### config.mk
export PLATFORM = sky130hd
export DESIGN_NAME = rds_rx_core
export DESIGN_NICKNAME = d
export VERILOG_FILES = /design/src/include/rds_rx_pkg.sv /design/src/hdl/rds_block_check.sv /design/src/hdl/rds_rx_core.sv
export SDC_FILE = /design/constraint.sdc
export NUM_CORES = 2
export LEC_CHECK = 0
export ABC_AREA = 1
export BUFFER_PORTS_ARGS = -buffer_cell sky130_fd_sc_hd__buf_4
export CAP_MARGIN = 0
export CORE_MARGIN = 5
export CORE_UTILIZATION = 45
export CTS_BUF_LIST = sky130_fd_sc_hd__clkbuf_4
export DETAILED_ROUTE_END_ITERATION = 16
export PLACE_DENSITY = 0.57
export REMOVE_ABC_BUFFERS = 1
export SLEW_MARGIN = 20
export SYNTH_ARGS = -nofsm -noshare
export SYNTH_HDL_FRONTEND = slang
export SYNTH_HIERARCHICAL = 1
export SYNTH_SLANG_ARGS = --single-unit
### constraint.sdc
create_clock -name pclk -period 11.55 [get_ports pclk]
set_clock_uncertainty 0.1 [all_clocks]
set_input_delay 2.31 -clock pclk [delete_from_list [all_inputs] [get_ports pclk]]
set_output_delay 2.31 -clock pclk [all_outputs]
set_load 0.02 [all_outputs]
### src/include/rds_rx_pkg.sv
// shared constants and carriers for the rds receive block
package rds_rx_pkg;
  localparam logic [7:0] ADDR_CTRL   = 8'h00;
  localparam logic [7:0] ADDR_SYNC   = 8'h04;
  localparam logic [7:0] ADDR_BPAT   = 8'h08;
  localparam logic [7:0] ADDR_BMASK  = 8'h0C;
  localparam logic [7:0] ADDR_PI     = 8'h10;
  localparam logic [7:0] ADDR_THR    = 8'h14;
  localparam logic [7:0] ADDR_DUR    = 8'h18;
  localparam logic [7:0] ADDR_PRES   = 8'h1C;
  localparam logic [7:0] ADDR_STATUS = 8'h20;
  localparam logic [7:0] ADDR_MASK   = 8'h24;
  localparam logic [7:0] ADDR_STATE  = 8'h28;
  localparam logic [7:0] ADDR_DATA   = 8'h2C;
  // control bits
  localparam int C_RDS_EN    = 0;
  localparam int C_KEEP_CORR = 1;
  localparam int C_DROP_E    = 2;
  localparam int C_NEED_SYNC = 3;
  localparam int C_BM_EN     = 4;
  localparam int C_PI_EN     = 5;
  localparam int C_PAUSE_EN  = 6;
  localparam int C_AF_EN     = 7;
  localparam int C_AF_SILENT = 8;
  localparam int CTRL_W      = 9;
  // event bits of status and mask
  localparam int EV_BMATCH = 0;
  localparam int EV_PI     = 1;
  localparam int EV_PAUSE  = 2;
  localparam int EV_OVF    = 3;
  localparam int EV_W      = 4;
  // data word fields
  localparam int D_ID_LO   = 16;
  localparam int D_CORR    = 19;
  localparam int D_VALID   = 31;
  localparam int ENTRY_W   = 20;
  // reset values
  localparam logic [8:0]  CTRL_RST  = 9'h000;
  localparam logic [3:0]  ACQ_RST   = 4'h2;
  localparam logic [3:0]  LOSE_RST  = 4'h4;
  localparam logic [15:0] BMASK_RST = 16'hFFFF;
  localparam logic [15:0] THR_RST   = 16'h0100;
  localparam logic [15:0] DUR_RST   = 16'h0800;
  localparam logic [15:0] PRES_RST  = 16'h0040;
  localparam int BUF_DEPTH = 126;
  localparam int BUF_AW    = 7;
  // check polynomial without its top term, and offset words a..e
  localparam logic [9:0] POLY_LOW = 10'h1B9;
  localparam logic [5:0][9:0] OFFSET_WORDS =
    {10'h000, 10'h1B4, 10'h350, 10'h168, 10'h198, 10'h0FC};
  typedef enum logic [2:0] {
    BLK_A, BLK_B, BLK_C, BLK_CP, BLK_D, BLK_E, BLK_NONE
  } blk_id_e;
  typedef enum logic [0:0] {SYNC_SEARCH, SYNC_LOCKED} sync_state_e;
  typedef struct packed {
    logic        psel;
    logic        penable;
    logic        pwrite;
    logic [7:0]  paddr;
    logic [31:0] pwdata;
  } apb_req_s;
  typedef struct packed {
    logic [31:0] prdata;
    logic        pready;
    logic        pslverr;
  } apb_rsp_s;
  typedef struct packed {
    logic        valid;
    logic [25:0] word;
  } rds_block_s;
  typedef struct packed {
    logic        valid;
    logic [15:0] mag;
  } audio_s;
  typedef struct packed {
    logic        ok;
    logic        corrected;
    blk_id_e     id;
    logic [15:0] data;
  } check_res_s;
endpackage

### src/hdl/rds_block_check.sv
// syndrome check and single bit repair of one 26-bit block
`timescale 1ns/100ps
`default_nettype none
module rds_block_check (
  input  wire logic [25:0]       word,
  input  wire logic              locked,
  input  wire rds_rx_pkg::blk_id_e expect_id,
  output rds_rx_pkg::check_res_s res
);
  import rds_rx_pkg::*;

  function automatic logic [9:0] synd(input logic [25:0] w);
    logic [9:0] r;
    r = '0;
    for (int i = 25; i >= 0; i--) begin
      r = {r[8:0], w[i]} ^ (r[9] ? POLY_LOW : 10'h000);
    end
    return r;
  endfunction

  logic [9:0]  s;
  logic [25:0] fixed;
  logic [9:0]  want;

  always_comb begin
    s = synd(word);
    fixed = word;
    want = OFFSET_WORDS[expect_id == BLK_NONE ? 3'd0 : expect_id];
    res.ok = 1'b0;
    res.corrected = 1'b0;
    res.id = BLK_NONE;
    for (int o = 0; o < 6; o++) begin
      if (!res.ok && s == OFFSET_WORDS[o]) begin
        res.ok = 1'b1;
        res.id = blk_id_e'(o[2:0]);
      end
    end
    // repair only against the flywheel's expected offset, so that a
    // noisy block is not mistaken for another position
    if (!res.ok && locked && expect_id != BLK_NONE) begin
      for (int i = 0; i < 26; i++) begin
        if (!res.ok && (s ^ synd(26'h1 << i)) == want) begin
          res.ok = 1'b1;
          res.corrected = 1'b1;
          res.id = expect_id;
          fixed = word ^ (26'h1 << i);
        end
      end
    end
    res.data = fixed[25:10];
  end
endmodule // rds_block_check
`default_nettype wire

### src/hdl/rds_rx_core.sv
// rds block decoder, flywheel sync, block buffer and pause detector
// Notes on behaviour
// Each block is checked, repaired when possible, and tracked in sequence.
// Sync is declared after a programmable run of good blocks, one to fifteen.
// Acquire and lose counts come from software and steer the flywheel.
// Up to 126 decoded blocks are held until software reads them.
// Only blocks that pass the configured filters enter the buffer.
// Block b is compared with a pattern under a mask and raises an event.
// A matching program_ident_code in a block raises an event.
// Audio below a threshold for a set number of samples raises an event.
// Silence and presence are each declared only after a run of samples.
// An alternate channel jump request is issued, optionally only in silence.
// Buffered blocks are read out by software through the data register.
// Software configures everything through the register interface.
// Event flags stay set until software writes a one to clear them.
`timescale 1ns/100ps
`default_nettype none
module rds_rx_core #(
  parameter int DEPTH = rds_rx_pkg::BUF_DEPTH
) (
  input  wire logic                   pclk,
  input  wire logic                   presetn,
  input  wire rds_rx_pkg::apb_req_s   apb_req,
  output rds_rx_pkg::apb_rsp_s        apb_rsp,
  input  wire rds_rx_pkg::rds_block_s blk_in,
  input  wire rds_rx_pkg::audio_s     audio_in,
  input  wire logic                   alt_better,
  output logic                        irq,
  output logic                        af_jump,
  output logic                        sync_lock,
  output logic                        silence
);
  import rds_rx_pkg::*;

  typedef struct packed {
    logic [CTRL_W-1:0] ctrl;
    logic [3:0]        acq;
    logic [3:0]        lose;
    logic [15:0]       bpat;
    logic [15:0]       bmask;
    logic [15:0]       pi;
    logic [15:0]       thr;
    logic [15:0]       dur;
    logic [15:0]       pres;
    logic [EV_W-1:0]   status;
    logic [EV_W-1:0]   mask;
    logic [31:0]       prdata;
    logic              pslverr;
    sync_state_e       sync;
    logic [3:0]        good_cnt;
    logic [3:0]        bad_cnt;
    blk_id_e           expect_id;
    logic [BUF_AW-1:0] wptr;
    logic [BUF_AW-1:0] rptr;
    logic [BUF_AW-1:0] fill;
    logic              silent;
    logic [15:0]       below_cnt;
    logic [15:0]       above_cnt;
    logic              alt_prev;
    logic              af_jump;
  } state_s;

  localparam state_s STATE_RST = '{
    ctrl: CTRL_RST, acq: ACQ_RST, lose: LOSE_RST, bpat: '0,
    bmask: BMASK_RST, pi: '0, thr: THR_RST, dur: DUR_RST,
    pres: PRES_RST, status: '0, mask: '0, prdata: '0,
    pslverr: 1'b0, sync: SYNC_SEARCH, good_cnt: '0, bad_cnt: '0,
    expect_id: BLK_A, wptr: '0, rptr: '0, fill: '0, silent: 1'b0,
    below_cnt: '0, above_cnt: '0, alt_prev: 1'b0, af_jump: 1'b0};

  localparam logic [BUF_AW-1:0] DEPTH_C = BUF_AW'(DEPTH);

  state_s s_r;
  state_s s_nxt;
  logic [ENTRY_W-1:0] buf_mem [DEPTH];
  check_res_s chk;
  logic setup_ph;
  logic access_ph;
  logic wr_en;
  logic pop;
  logic push;
  logic blk_go;
  logic good;
  logic in_seq;
  logic [EV_W-1:0] ev;
  logic [EV_W-1:0] w1c;
  logic [4:0] good_inc;
  logic [4:0] bad_inc;
  logic [16:0] below_inc;
  logic [16:0] above_inc;

  function automatic logic mapped(input logic [7:0] a);
    return a[1:0] == 2'b00 && a <= ADDR_DATA;
  endfunction

  function automatic blk_id_e next_blk(input blk_id_e id);
    unique case (id)
      BLK_A:         return BLK_B;
      BLK_B:         return BLK_C;
      BLK_C, BLK_CP: return BLK_D;
      default:       return BLK_A;
    endcase
  endfunction

  function automatic logic [BUF_AW-1:0] ptr_inc(input logic [BUF_AW-1:0] p);
    return (p == DEPTH_C - 1'b1) ? '0 : p + 1'b1;
  endfunction

  rds_block_check u_check (
    .word      (blk_in.word),
    .locked    (s_r.sync == SYNC_LOCKED),
    .expect_id (s_r.expect_id),
    .res       (chk)
  );

  always_comb begin
    s_nxt = s_r;
    s_nxt.af_jump = 1'b0;
    ev = '0;
    setup_ph = apb_req.psel && !apb_req.penable;
    access_ph = apb_req.psel && apb_req.penable;
    wr_en = access_ph && apb_req.pwrite && mapped(apb_req.paddr);
    w1c = (wr_en && apb_req.paddr == ADDR_STATUS) ?
          apb_req.pwdata[EV_W-1:0] : '0;
    // pop at the access edge, data was latched at setup
    pop = access_ph && !apb_req.pwrite && apb_req.paddr == ADDR_DATA &&
          s_r.fill != '0;
    // read data is captured in the setup cycle so pready can be constant
    if (setup_ph) begin
      s_nxt.pslverr = !mapped(apb_req.paddr);
      s_nxt.prdata = '0;
      unique case (apb_req.paddr)
        ADDR_CTRL:   s_nxt.prdata[CTRL_W-1:0] = s_r.ctrl;
        ADDR_SYNC:   s_nxt.prdata[11:0] = {s_r.lose, 4'h0, s_r.acq};
        ADDR_BPAT:   s_nxt.prdata[15:0] = s_r.bpat;
        ADDR_BMASK:  s_nxt.prdata[15:0] = s_r.bmask;
        ADDR_PI:     s_nxt.prdata[15:0] = s_r.pi;
        ADDR_THR:    s_nxt.prdata[15:0] = s_r.thr;
        ADDR_DUR:    s_nxt.prdata[15:0] = s_r.dur;
        ADDR_PRES:   s_nxt.prdata[15:0] = s_r.pres;
        ADDR_STATUS: s_nxt.prdata[EV_W-1:0] = s_r.status;
        ADDR_MASK:   s_nxt.prdata[EV_W-1:0] = s_r.mask;
        ADDR_STATE:  s_nxt.prdata[15:0] =
                     {1'b0, s_r.fill, 6'h00, s_r.silent, s_r.sync};
        ADDR_DATA: begin
          s_nxt.prdata[ENTRY_W-1:0] = buf_mem[s_r.rptr];
          s_nxt.prdata[D_VALID] = s_r.fill != '0;
        end
        default:     s_nxt.prdata = '0;
      endcase
    end
    if (wr_en) begin
      unique case (apb_req.paddr)
        ADDR_CTRL:  s_nxt.ctrl = apb_req.pwdata[CTRL_W-1:0];
        ADDR_SYNC: begin
          s_nxt.acq = apb_req.pwdata[3:0];
          s_nxt.lose = apb_req.pwdata[11:8];
        end
        ADDR_BPAT:  s_nxt.bpat = apb_req.pwdata[15:0];
        ADDR_BMASK: s_nxt.bmask = apb_req.pwdata[15:0];
        ADDR_PI:    s_nxt.pi = apb_req.pwdata[15:0];
        ADDR_THR:   s_nxt.thr = apb_req.pwdata[15:0];
        ADDR_DUR:   s_nxt.dur = apb_req.pwdata[15:0];
        ADDR_PRES:  s_nxt.pres = apb_req.pwdata[15:0];
        ADDR_MASK:  s_nxt.mask = apb_req.pwdata[EV_W-1:0];
        default:    s_nxt.mask = s_nxt.mask;
      endcase
    end
    // block decoding and flywheel
    blk_go = blk_in.valid && s_r.ctrl[C_RDS_EN];
    good = chk.ok;
    in_seq = chk.id == s_r.expect_id ||
             (s_r.expect_id == BLK_C && chk.id == BLK_CP);
    good_inc = {1'b0, s_r.good_cnt} + 5'd1;
    bad_inc = {1'b0, s_r.bad_cnt} + 5'd1;
    if (blk_go) begin
      unique case (s_r.sync)
        SYNC_SEARCH: begin
          if (good && chk.id != BLK_E) begin
            s_nxt.good_cnt = (in_seq || s_r.good_cnt == '0) ?
                             (good_inc[4] ? 4'hF : good_inc[3:0]) : 4'h1;
            s_nxt.expect_id = next_blk(chk.id);
            if (good_inc >= {1'b0, s_r.acq} &&
                (in_seq || s_r.good_cnt == '0)) begin
              s_nxt.sync = SYNC_LOCKED;
              s_nxt.bad_cnt = '0;
            end
          end else begin
            s_nxt.good_cnt = '0;
          end
        end
        SYNC_LOCKED: begin
          // flywheel keeps the block position running through bad blocks
          s_nxt.expect_id = next_blk(s_r.expect_id);
          if (good && in_seq) begin
            s_nxt.bad_cnt = '0;
          end else begin
            s_nxt.bad_cnt = bad_inc[4] ? 4'hF : bad_inc[3:0];
            if (bad_inc >= {1'b0, s_r.lose}) begin
              s_nxt.sync = SYNC_SEARCH;
              s_nxt.good_cnt = '0;
              s_nxt.expect_id = BLK_A;
            end
          end
        end
      endcase
    end
    // filtering ahead of the buffer
    push = blk_go && good && !(s_r.ctrl[C_DROP_E] && chk.id == BLK_E) &&
           (!s_r.ctrl[C_NEED_SYNC] || s_r.sync == SYNC_LOCKED) &&
           (!chk.corrected || s_r.ctrl[C_KEEP_CORR]);
    // a full buffer drops the new block and flags it, old data is kept
    if (push && s_r.fill == DEPTH_C && !pop) begin
      push = 1'b0;
      ev[EV_OVF] = 1'b1;
    end
    if (push) begin
      s_nxt.wptr = ptr_inc(s_r.wptr);
    end
    if (pop) begin
      s_nxt.rptr = ptr_inc(s_r.rptr);
    end
    s_nxt.fill = s_r.fill + BUF_AW'(push) - BUF_AW'(pop);
    ev[EV_BMATCH] = blk_go && good && chk.id == BLK_B &&
                    s_r.ctrl[C_BM_EN] &&
                    ((chk.data ^ s_r.bpat) & s_r.bmask) == 16'h0000;
    ev[EV_PI] = blk_go && good && s_r.ctrl[C_PI_EN] &&
                (chk.id == BLK_A || chk.id == BLK_CP) &&
                chk.data == s_r.pi;
    // pause detector with run filters on both transitions
    below_inc = {1'b0, s_r.below_cnt} + 17'd1;
    above_inc = {1'b0, s_r.above_cnt} + 17'd1;
    if (audio_in.valid && s_r.ctrl[C_PAUSE_EN]) begin
      if (audio_in.mag < s_r.thr) begin
        s_nxt.above_cnt = '0;
        if (!s_r.silent) begin
          s_nxt.below_cnt = below_inc[15:0];
          if (below_inc >= {1'b0, s_r.dur}) begin
            s_nxt.silent = 1'b1;
            s_nxt.below_cnt = '0;
            ev[EV_PAUSE] = 1'b1;
          end
        end
      end else begin
        s_nxt.below_cnt = '0;
        if (s_r.silent) begin
          s_nxt.above_cnt = above_inc[15:0];
          if (above_inc >= {1'b0, s_r.pres}) begin
            s_nxt.silent = 1'b0;
            s_nxt.above_cnt = '0;
          end
        end
      end
    end else if (!s_r.ctrl[C_PAUSE_EN]) begin
      s_nxt.silent = 1'b0;
      s_nxt.below_cnt = '0;
      s_nxt.above_cnt = '0;
    end
    // at most one request per rising edge of the better-channel hint
    s_nxt.alt_prev = alt_better;
    s_nxt.af_jump = s_r.ctrl[C_AF_EN] && alt_better && !s_r.alt_prev &&
                    (s_r.silent || !s_r.ctrl[C_AF_SILENT]);
    // set wins over a clear in the same cycle
    s_nxt.status = (s_r.status & ~w1c) | ev;
  end

  always_ff @(posedge pclk or negedge presetn) begin
    if (!presetn) begin
      s_r <= STATE_RST;
    end else begin
      s_r <= s_nxt;
    end
  end

  // buffer storage has no reset, an empty read still shows the stale entry at rptr with D_VALID clear
  always_ff @(posedge pclk) begin
    if (push) begin
      buf_mem[s_r.wptr] <= {chk.corrected, chk.id, chk.data};
    end
  end

  assign apb_rsp.prdata = s_r.prdata;
  assign apb_rsp.pready = 1'b1;
  assign apb_rsp.pslverr = s_r.pslverr;
  assign irq = |(s_r.status & s_r.mask);
  assign af_jump = s_r.af_jump;
  assign sync_lock = s_r.sync == SYNC_LOCKED;
  assign silence = s_r.silent;
endmodule // rds_rx_core
`default_nettype wire

Yosys cells after proc, flatten, opt, wreduce, memory -nomap -nowiden
Memories as Yosys holds them, arrays and structs flattened.
Cells that the tools add are included.
- logic and storage cells: 467
- register bits after elaboration: 211
- RAM bits: 2520
- input port bits: 90
- memories: 2
- memory bits (read-only): 80
- output and inout port bits: 38
- memories (name ; words ; bits a word ; read ports ; clocked after memory_dff ; wr ports ; line ; RTL):
    buf_mem ; 126 ; 20 ; 1 ; 0 ; 1 ; rds_rx_core.sv:75 ; logic [ENTRY_W-1:0] buf_mem [DEPTH];
    (no name shown) ; 8 ; 10 ; 1 ; 0 ; 0 ; rds_block_check.sv:28 ; want = OFFSET_WORDS[expect_id == BLK_NONE ? 3'd0 : expect_id];
- $lt $le $gt $ge: 7
- bitwise logic cells: 75
- equal/unequal tests: 64
- muxes and demuxes: 151
- reductions and logical operators: 135
- add/subtract/negate cells: 8
- operators by type and width (cell ; count):
    $mux 5 ; 55
    $eq 10x10->1 ; 26
    $mux 9 ; 17
    $xor 10x9->10 ; 15
    $mux 33 ; 3
    $logic_and 1x1->1 ; 64
    $mux 26 ; 2
    $mux 17 ; 3
    $pmux 5 s10 ; 1
    $mux 16 ; 3
    $pmux 4 s12 ; 1
    $logic_not 1->1 ; 40
    $not 1->1 ; 37
    $mux 4 ; 9
    $add 16x1->17 const B ; 2
    $ge 17x16->1 ; 2
    $eq 8x5->1 const B ; 4
    $eq 8x6->1 const B ; 4
    $pmux 4 s8 ; 1
    $eq 10x9->1 const B ; 3
    $mux 3 ; 10
    $not 5->5 ; 6
    $not 6->6 ; 5
    $mux 7 ; 4
    other kinds (64) ; 123

Depth between registers and ports, before layout
- depth after elaboration: 164
- depth in mapped cells: 54
- gate-level depth less buffers: 53

Hierarchy
The synthesis kept the hierarchy.
- by module, submodules not included (module ; cells an instance ; area each (um^2) ; times used ; sequential area each (um^2)):
    rds_rx_core ; 10801 ; 116638.1 ; 1 ; 80978.9
    rds_block_check ; 575 ; 2735.1 ; 1 ; 0.0

Worst setup path before layout
No wires, ideal clock.
- path kind: input to register
- from: input blk_in[25] in the netlist's numbering
- to: memory buf_mem[95][0], enable pin
- slack: 0.229 ns
- cell stages on the path: 42
- required time: 11.028 ns
- buffers on the path: 1
- setup time: 0.422 ns
- arrival time: 10.799 ns
- path through: buf_4 > inv_4 > nand2_1 > nand2_1 > nand2_1 > nand3_1 > nand2_2 > nand2_1 > nand2_1 > nand2_1 > nand2_2 > nand2_1 > nand2_2 > nand2_1 > nand2_4 > nand2_4 > nand2_4 > nand2_1 > (+6 left out) > nand3_2 > nor2_1 > nand4_1 > nor2_1 > nand4_1 > nor2_1 > nand4_1 > nand2_2 > nor2_1 > nor2_1 > inv_1 > nand4_1 > nand4_1 > inv_1 > nand4_1 > nor2_1 > nand2_1 > nor3_1
- RTL lines (what ; line ; RTL):
    from (decl) ; rds_rx_core.sv:25 ; input wire rds_rx_pkg::rds_block_s blk_in,
    to (decl) ; rds_rx_core.sv:75 ;

==> results_dict.tcl <==
set metrics [dict create \
    path_max_fanout 48 \
    area_growth_syn_to_layout_pct 11.7 \
    postCtsSetupRepairBufs 0 \
    async_flop_share 0.0773 \
    cts_resized 0 \
    clock-sinks 2731 \
    die_w_um 525 \
    cp_slowest_cell "nand2_2" \
    drive_gt1_frac 0.143 \
    setup_viol 0 \
    port_buffers 99 \
    grt_use_total 0.258 \
    grt_max_degree 183 \
    place_congestion 0.907 \
    path_clk_slew_ns 0.06 \
    vdd_drop_max_mv 0.113 \
    yosysTopAreaCellShare 0.634 \
    avgSynthCellArea_um2 10.5 \
    insertion_delay_ns 1.35 \
    io_pins 128 \
    final_antenna_net_count 0 \
    drt-initial-drc-count 9210 \
    fin_nets 12000 \
    path_buf_inv 8 \
    synthFlopType "edfxtp_1" \
    vias 85800 \
    ys_types 61 \
    holdWs_ns 0.316 \
    max_freq_mhz 115 \
    die_h_um 525 \
    period_share 0.754 \
    drcViolationCount 0 \
    cts_root_buf "clkbuf_4" \
    wl_per_cell_um 23.1 \
    worst_slack_ns 2.84 \
    drv_slew 0 \
    holdCritPathClass "reg2reg" \
    hpwlAfterDp_mm 211 \
    gr-total-overflow 0 \
    cpPeakStageDelay_ns 0.57 \
    tightest_slew_ns 1.17 \
    via_per_inst 5.40 \
    holdBufCountCts 0 \
    fp.dieArea_um2 276000 \
    synth_edf_count 2520 \
    required_ns 12.38 \
    synth_common_cells "3030 x nand2_1, 2520 x edfxtp_1, 1414 x nor2_1" \
    synth.most_common_cell "nand2_1" \
    crit_path_end_kind "flop" \
    cts_tree "built" \
    synthCells 11400 \
    coreArea_um2 265000 \
    finalHoldViolations 0 \
    htree_levels 6 \
    syn_area_um2 119000 \
    power_density_nw_per_um2 152 \
    start_util 0.451 \
    final.setup.tns_ns 0 \
    critPathTopFamily "simple AND/OR/NAND/NOR gates" \
    utilization 0.504 \
    start_kind "input pin" \
    maxSlewHeadroom 0.219 \
    drv_cap 0 \
    ys_seq_area_frac 0.678 \
    final.min_clock_period_ns 8.71 \
    leakage_nw 52.3 \
    ys_top_cells_by_area "edfxtp_1 63%, nand2_1 9.5%, nor2_1 4.4%" \
    wl_mm 367 \
    yosysTopAreaCell "edfxtp_1" \
    grt_pass1_wl_mm 539 \
    n_fill_cell 24000 \
    grt_pass1_vias 83500 \
    antenna_found_initial 20 \
    first_pass_iters 6 \
    criticalPathCategory "in2reg" \
    cts_made_buffers 716 \
    rows 189 \
    cpMostUsedCell "nand2_1" \
    clock_path_buffers 4 \
    arrival_ns 9.54 \
    ys_warn_count 6 \
    ys_ff_latch 2731 \
    rsz0062_at_grt "no" \
    finalPower_mw 20.3 \
    place_ws_ns 1.54 \
    status "finished clean" \
]
metrics by stage:
step           std cells  instance area (um2)
3_3_place_gp       14700               124000
3_5_place_dp       14700               124000
4_1_cts            15900               133000
2_1_floorplan      10800               116000
5_1_grt            15900               133000
6_report           15900               133000
flip-flops by register name (all words and copies together) (netlist names):
signal,count
apb_rsp,22
buf_mem,2520
sync_lock,1
af_jump,1
silence,1
s_r,186
where the power goes:
part           internal (mW)  switching (mW)
Clock                   4.52            3.95
Combinational          0.266           0.809
Sequential              10.8          0.0186
Total                   15.6            4.78
placed cells by master, fill, tap and decap left out, types with 13 or more instances in the layout:
cell / count
dfrtp_1: 187
edfxtp_1: 2520
nand2_2: 43
nand4_1: 78
o211ai_1: 43
xor2_4: 14
o22ai_1: 171
xor2_1: 43
clkbuf_4: 1077
buf_4: 326
bufinv_16: 13
buf_12: 24
clkinv_1: 101
xnor2_1: 16
nor4_1: 13
dfstp_2: 21
a21oi_1: 222
inv_2: 23
nor3_1: 44
nor2_1: 1288
o21ai_1: 106
nor2_2: 123
inv_1: 1002
o2111ai_1: 13
or2_2: 21
nand2_1: 3027
nand3_1: 642
ha_1: 75
clkinv_2: 13
o21ai_0: 939
cell families (layout without fill, tap and decap cells):
family,after synthesis,in the layout,share of synthesized area
AOI/OAI and AO/OA,1529,1529,0.0681
xor gates and xnor gates,76,76,0.00586
adders and majority gates,76,76,0.00803
buffers and inverters,1629,2606,0.0594
DFF,2731,2731,0.678
muxes,1,1,0.0000839
other,2,21,0.0000629
and+or+nand+nor,5332,5332,0.180
worst reg2reg max path: cells and delay by family (launching register included):
family	cells	cell delay, ns
simple gates	25	3.68
flops	1	0.49
compound gates	1	0.27
buf+inv	7	1.70
routing by layer:
layer / part of all wire / GRT usage
met4: 0.037 / 0.0976
met5: 0.00024 / 0
met3: 0.085 / 0.0536
met2: 0.46 / 0.401
met1: 0.42 / 0.360
cell type report:
| type | instances | area (um2) | share of cell area |
|---|---|---|---|
| multi-input cells | 7026 | 32000 | 0.240 |
| clock inverters | 153 | 1010 | 0.00759 |
| diodes | 9 | 22.5 | 0.000169 |
| flip-flops and latches | 2731 | 81000 | 0.607 |
| well taps | 3533 | 4420 | 0.0331 |
| repair buffers | 351 | 2940 | 0.0221 |
| inverters | 1025 | 3890 | 0.0292 |
| clock buffers | 1077 | 8090 | 0.0606 |
path summary, 6_finish.rpt:
path | from | to | slack [ns] | cells after the start
max | blk_in[21] | buf_mem[5][10] | 2.84 | 42
min | s_r[1] | af_jump | 0.32 | 1
max reg2reg | s_r[58] | buf_mem[5][10] | 4.88 | 33
min reg2reg | s_r[1] | af_jump | 0.32 | 1
max in group asynchronous | presetn | s_r[14] | 8.92 | 2
min in group asynchronous | presetn | s_r[142] | 0.84 | 1
No activity file was read; power rests on OpenSTA's default activity.
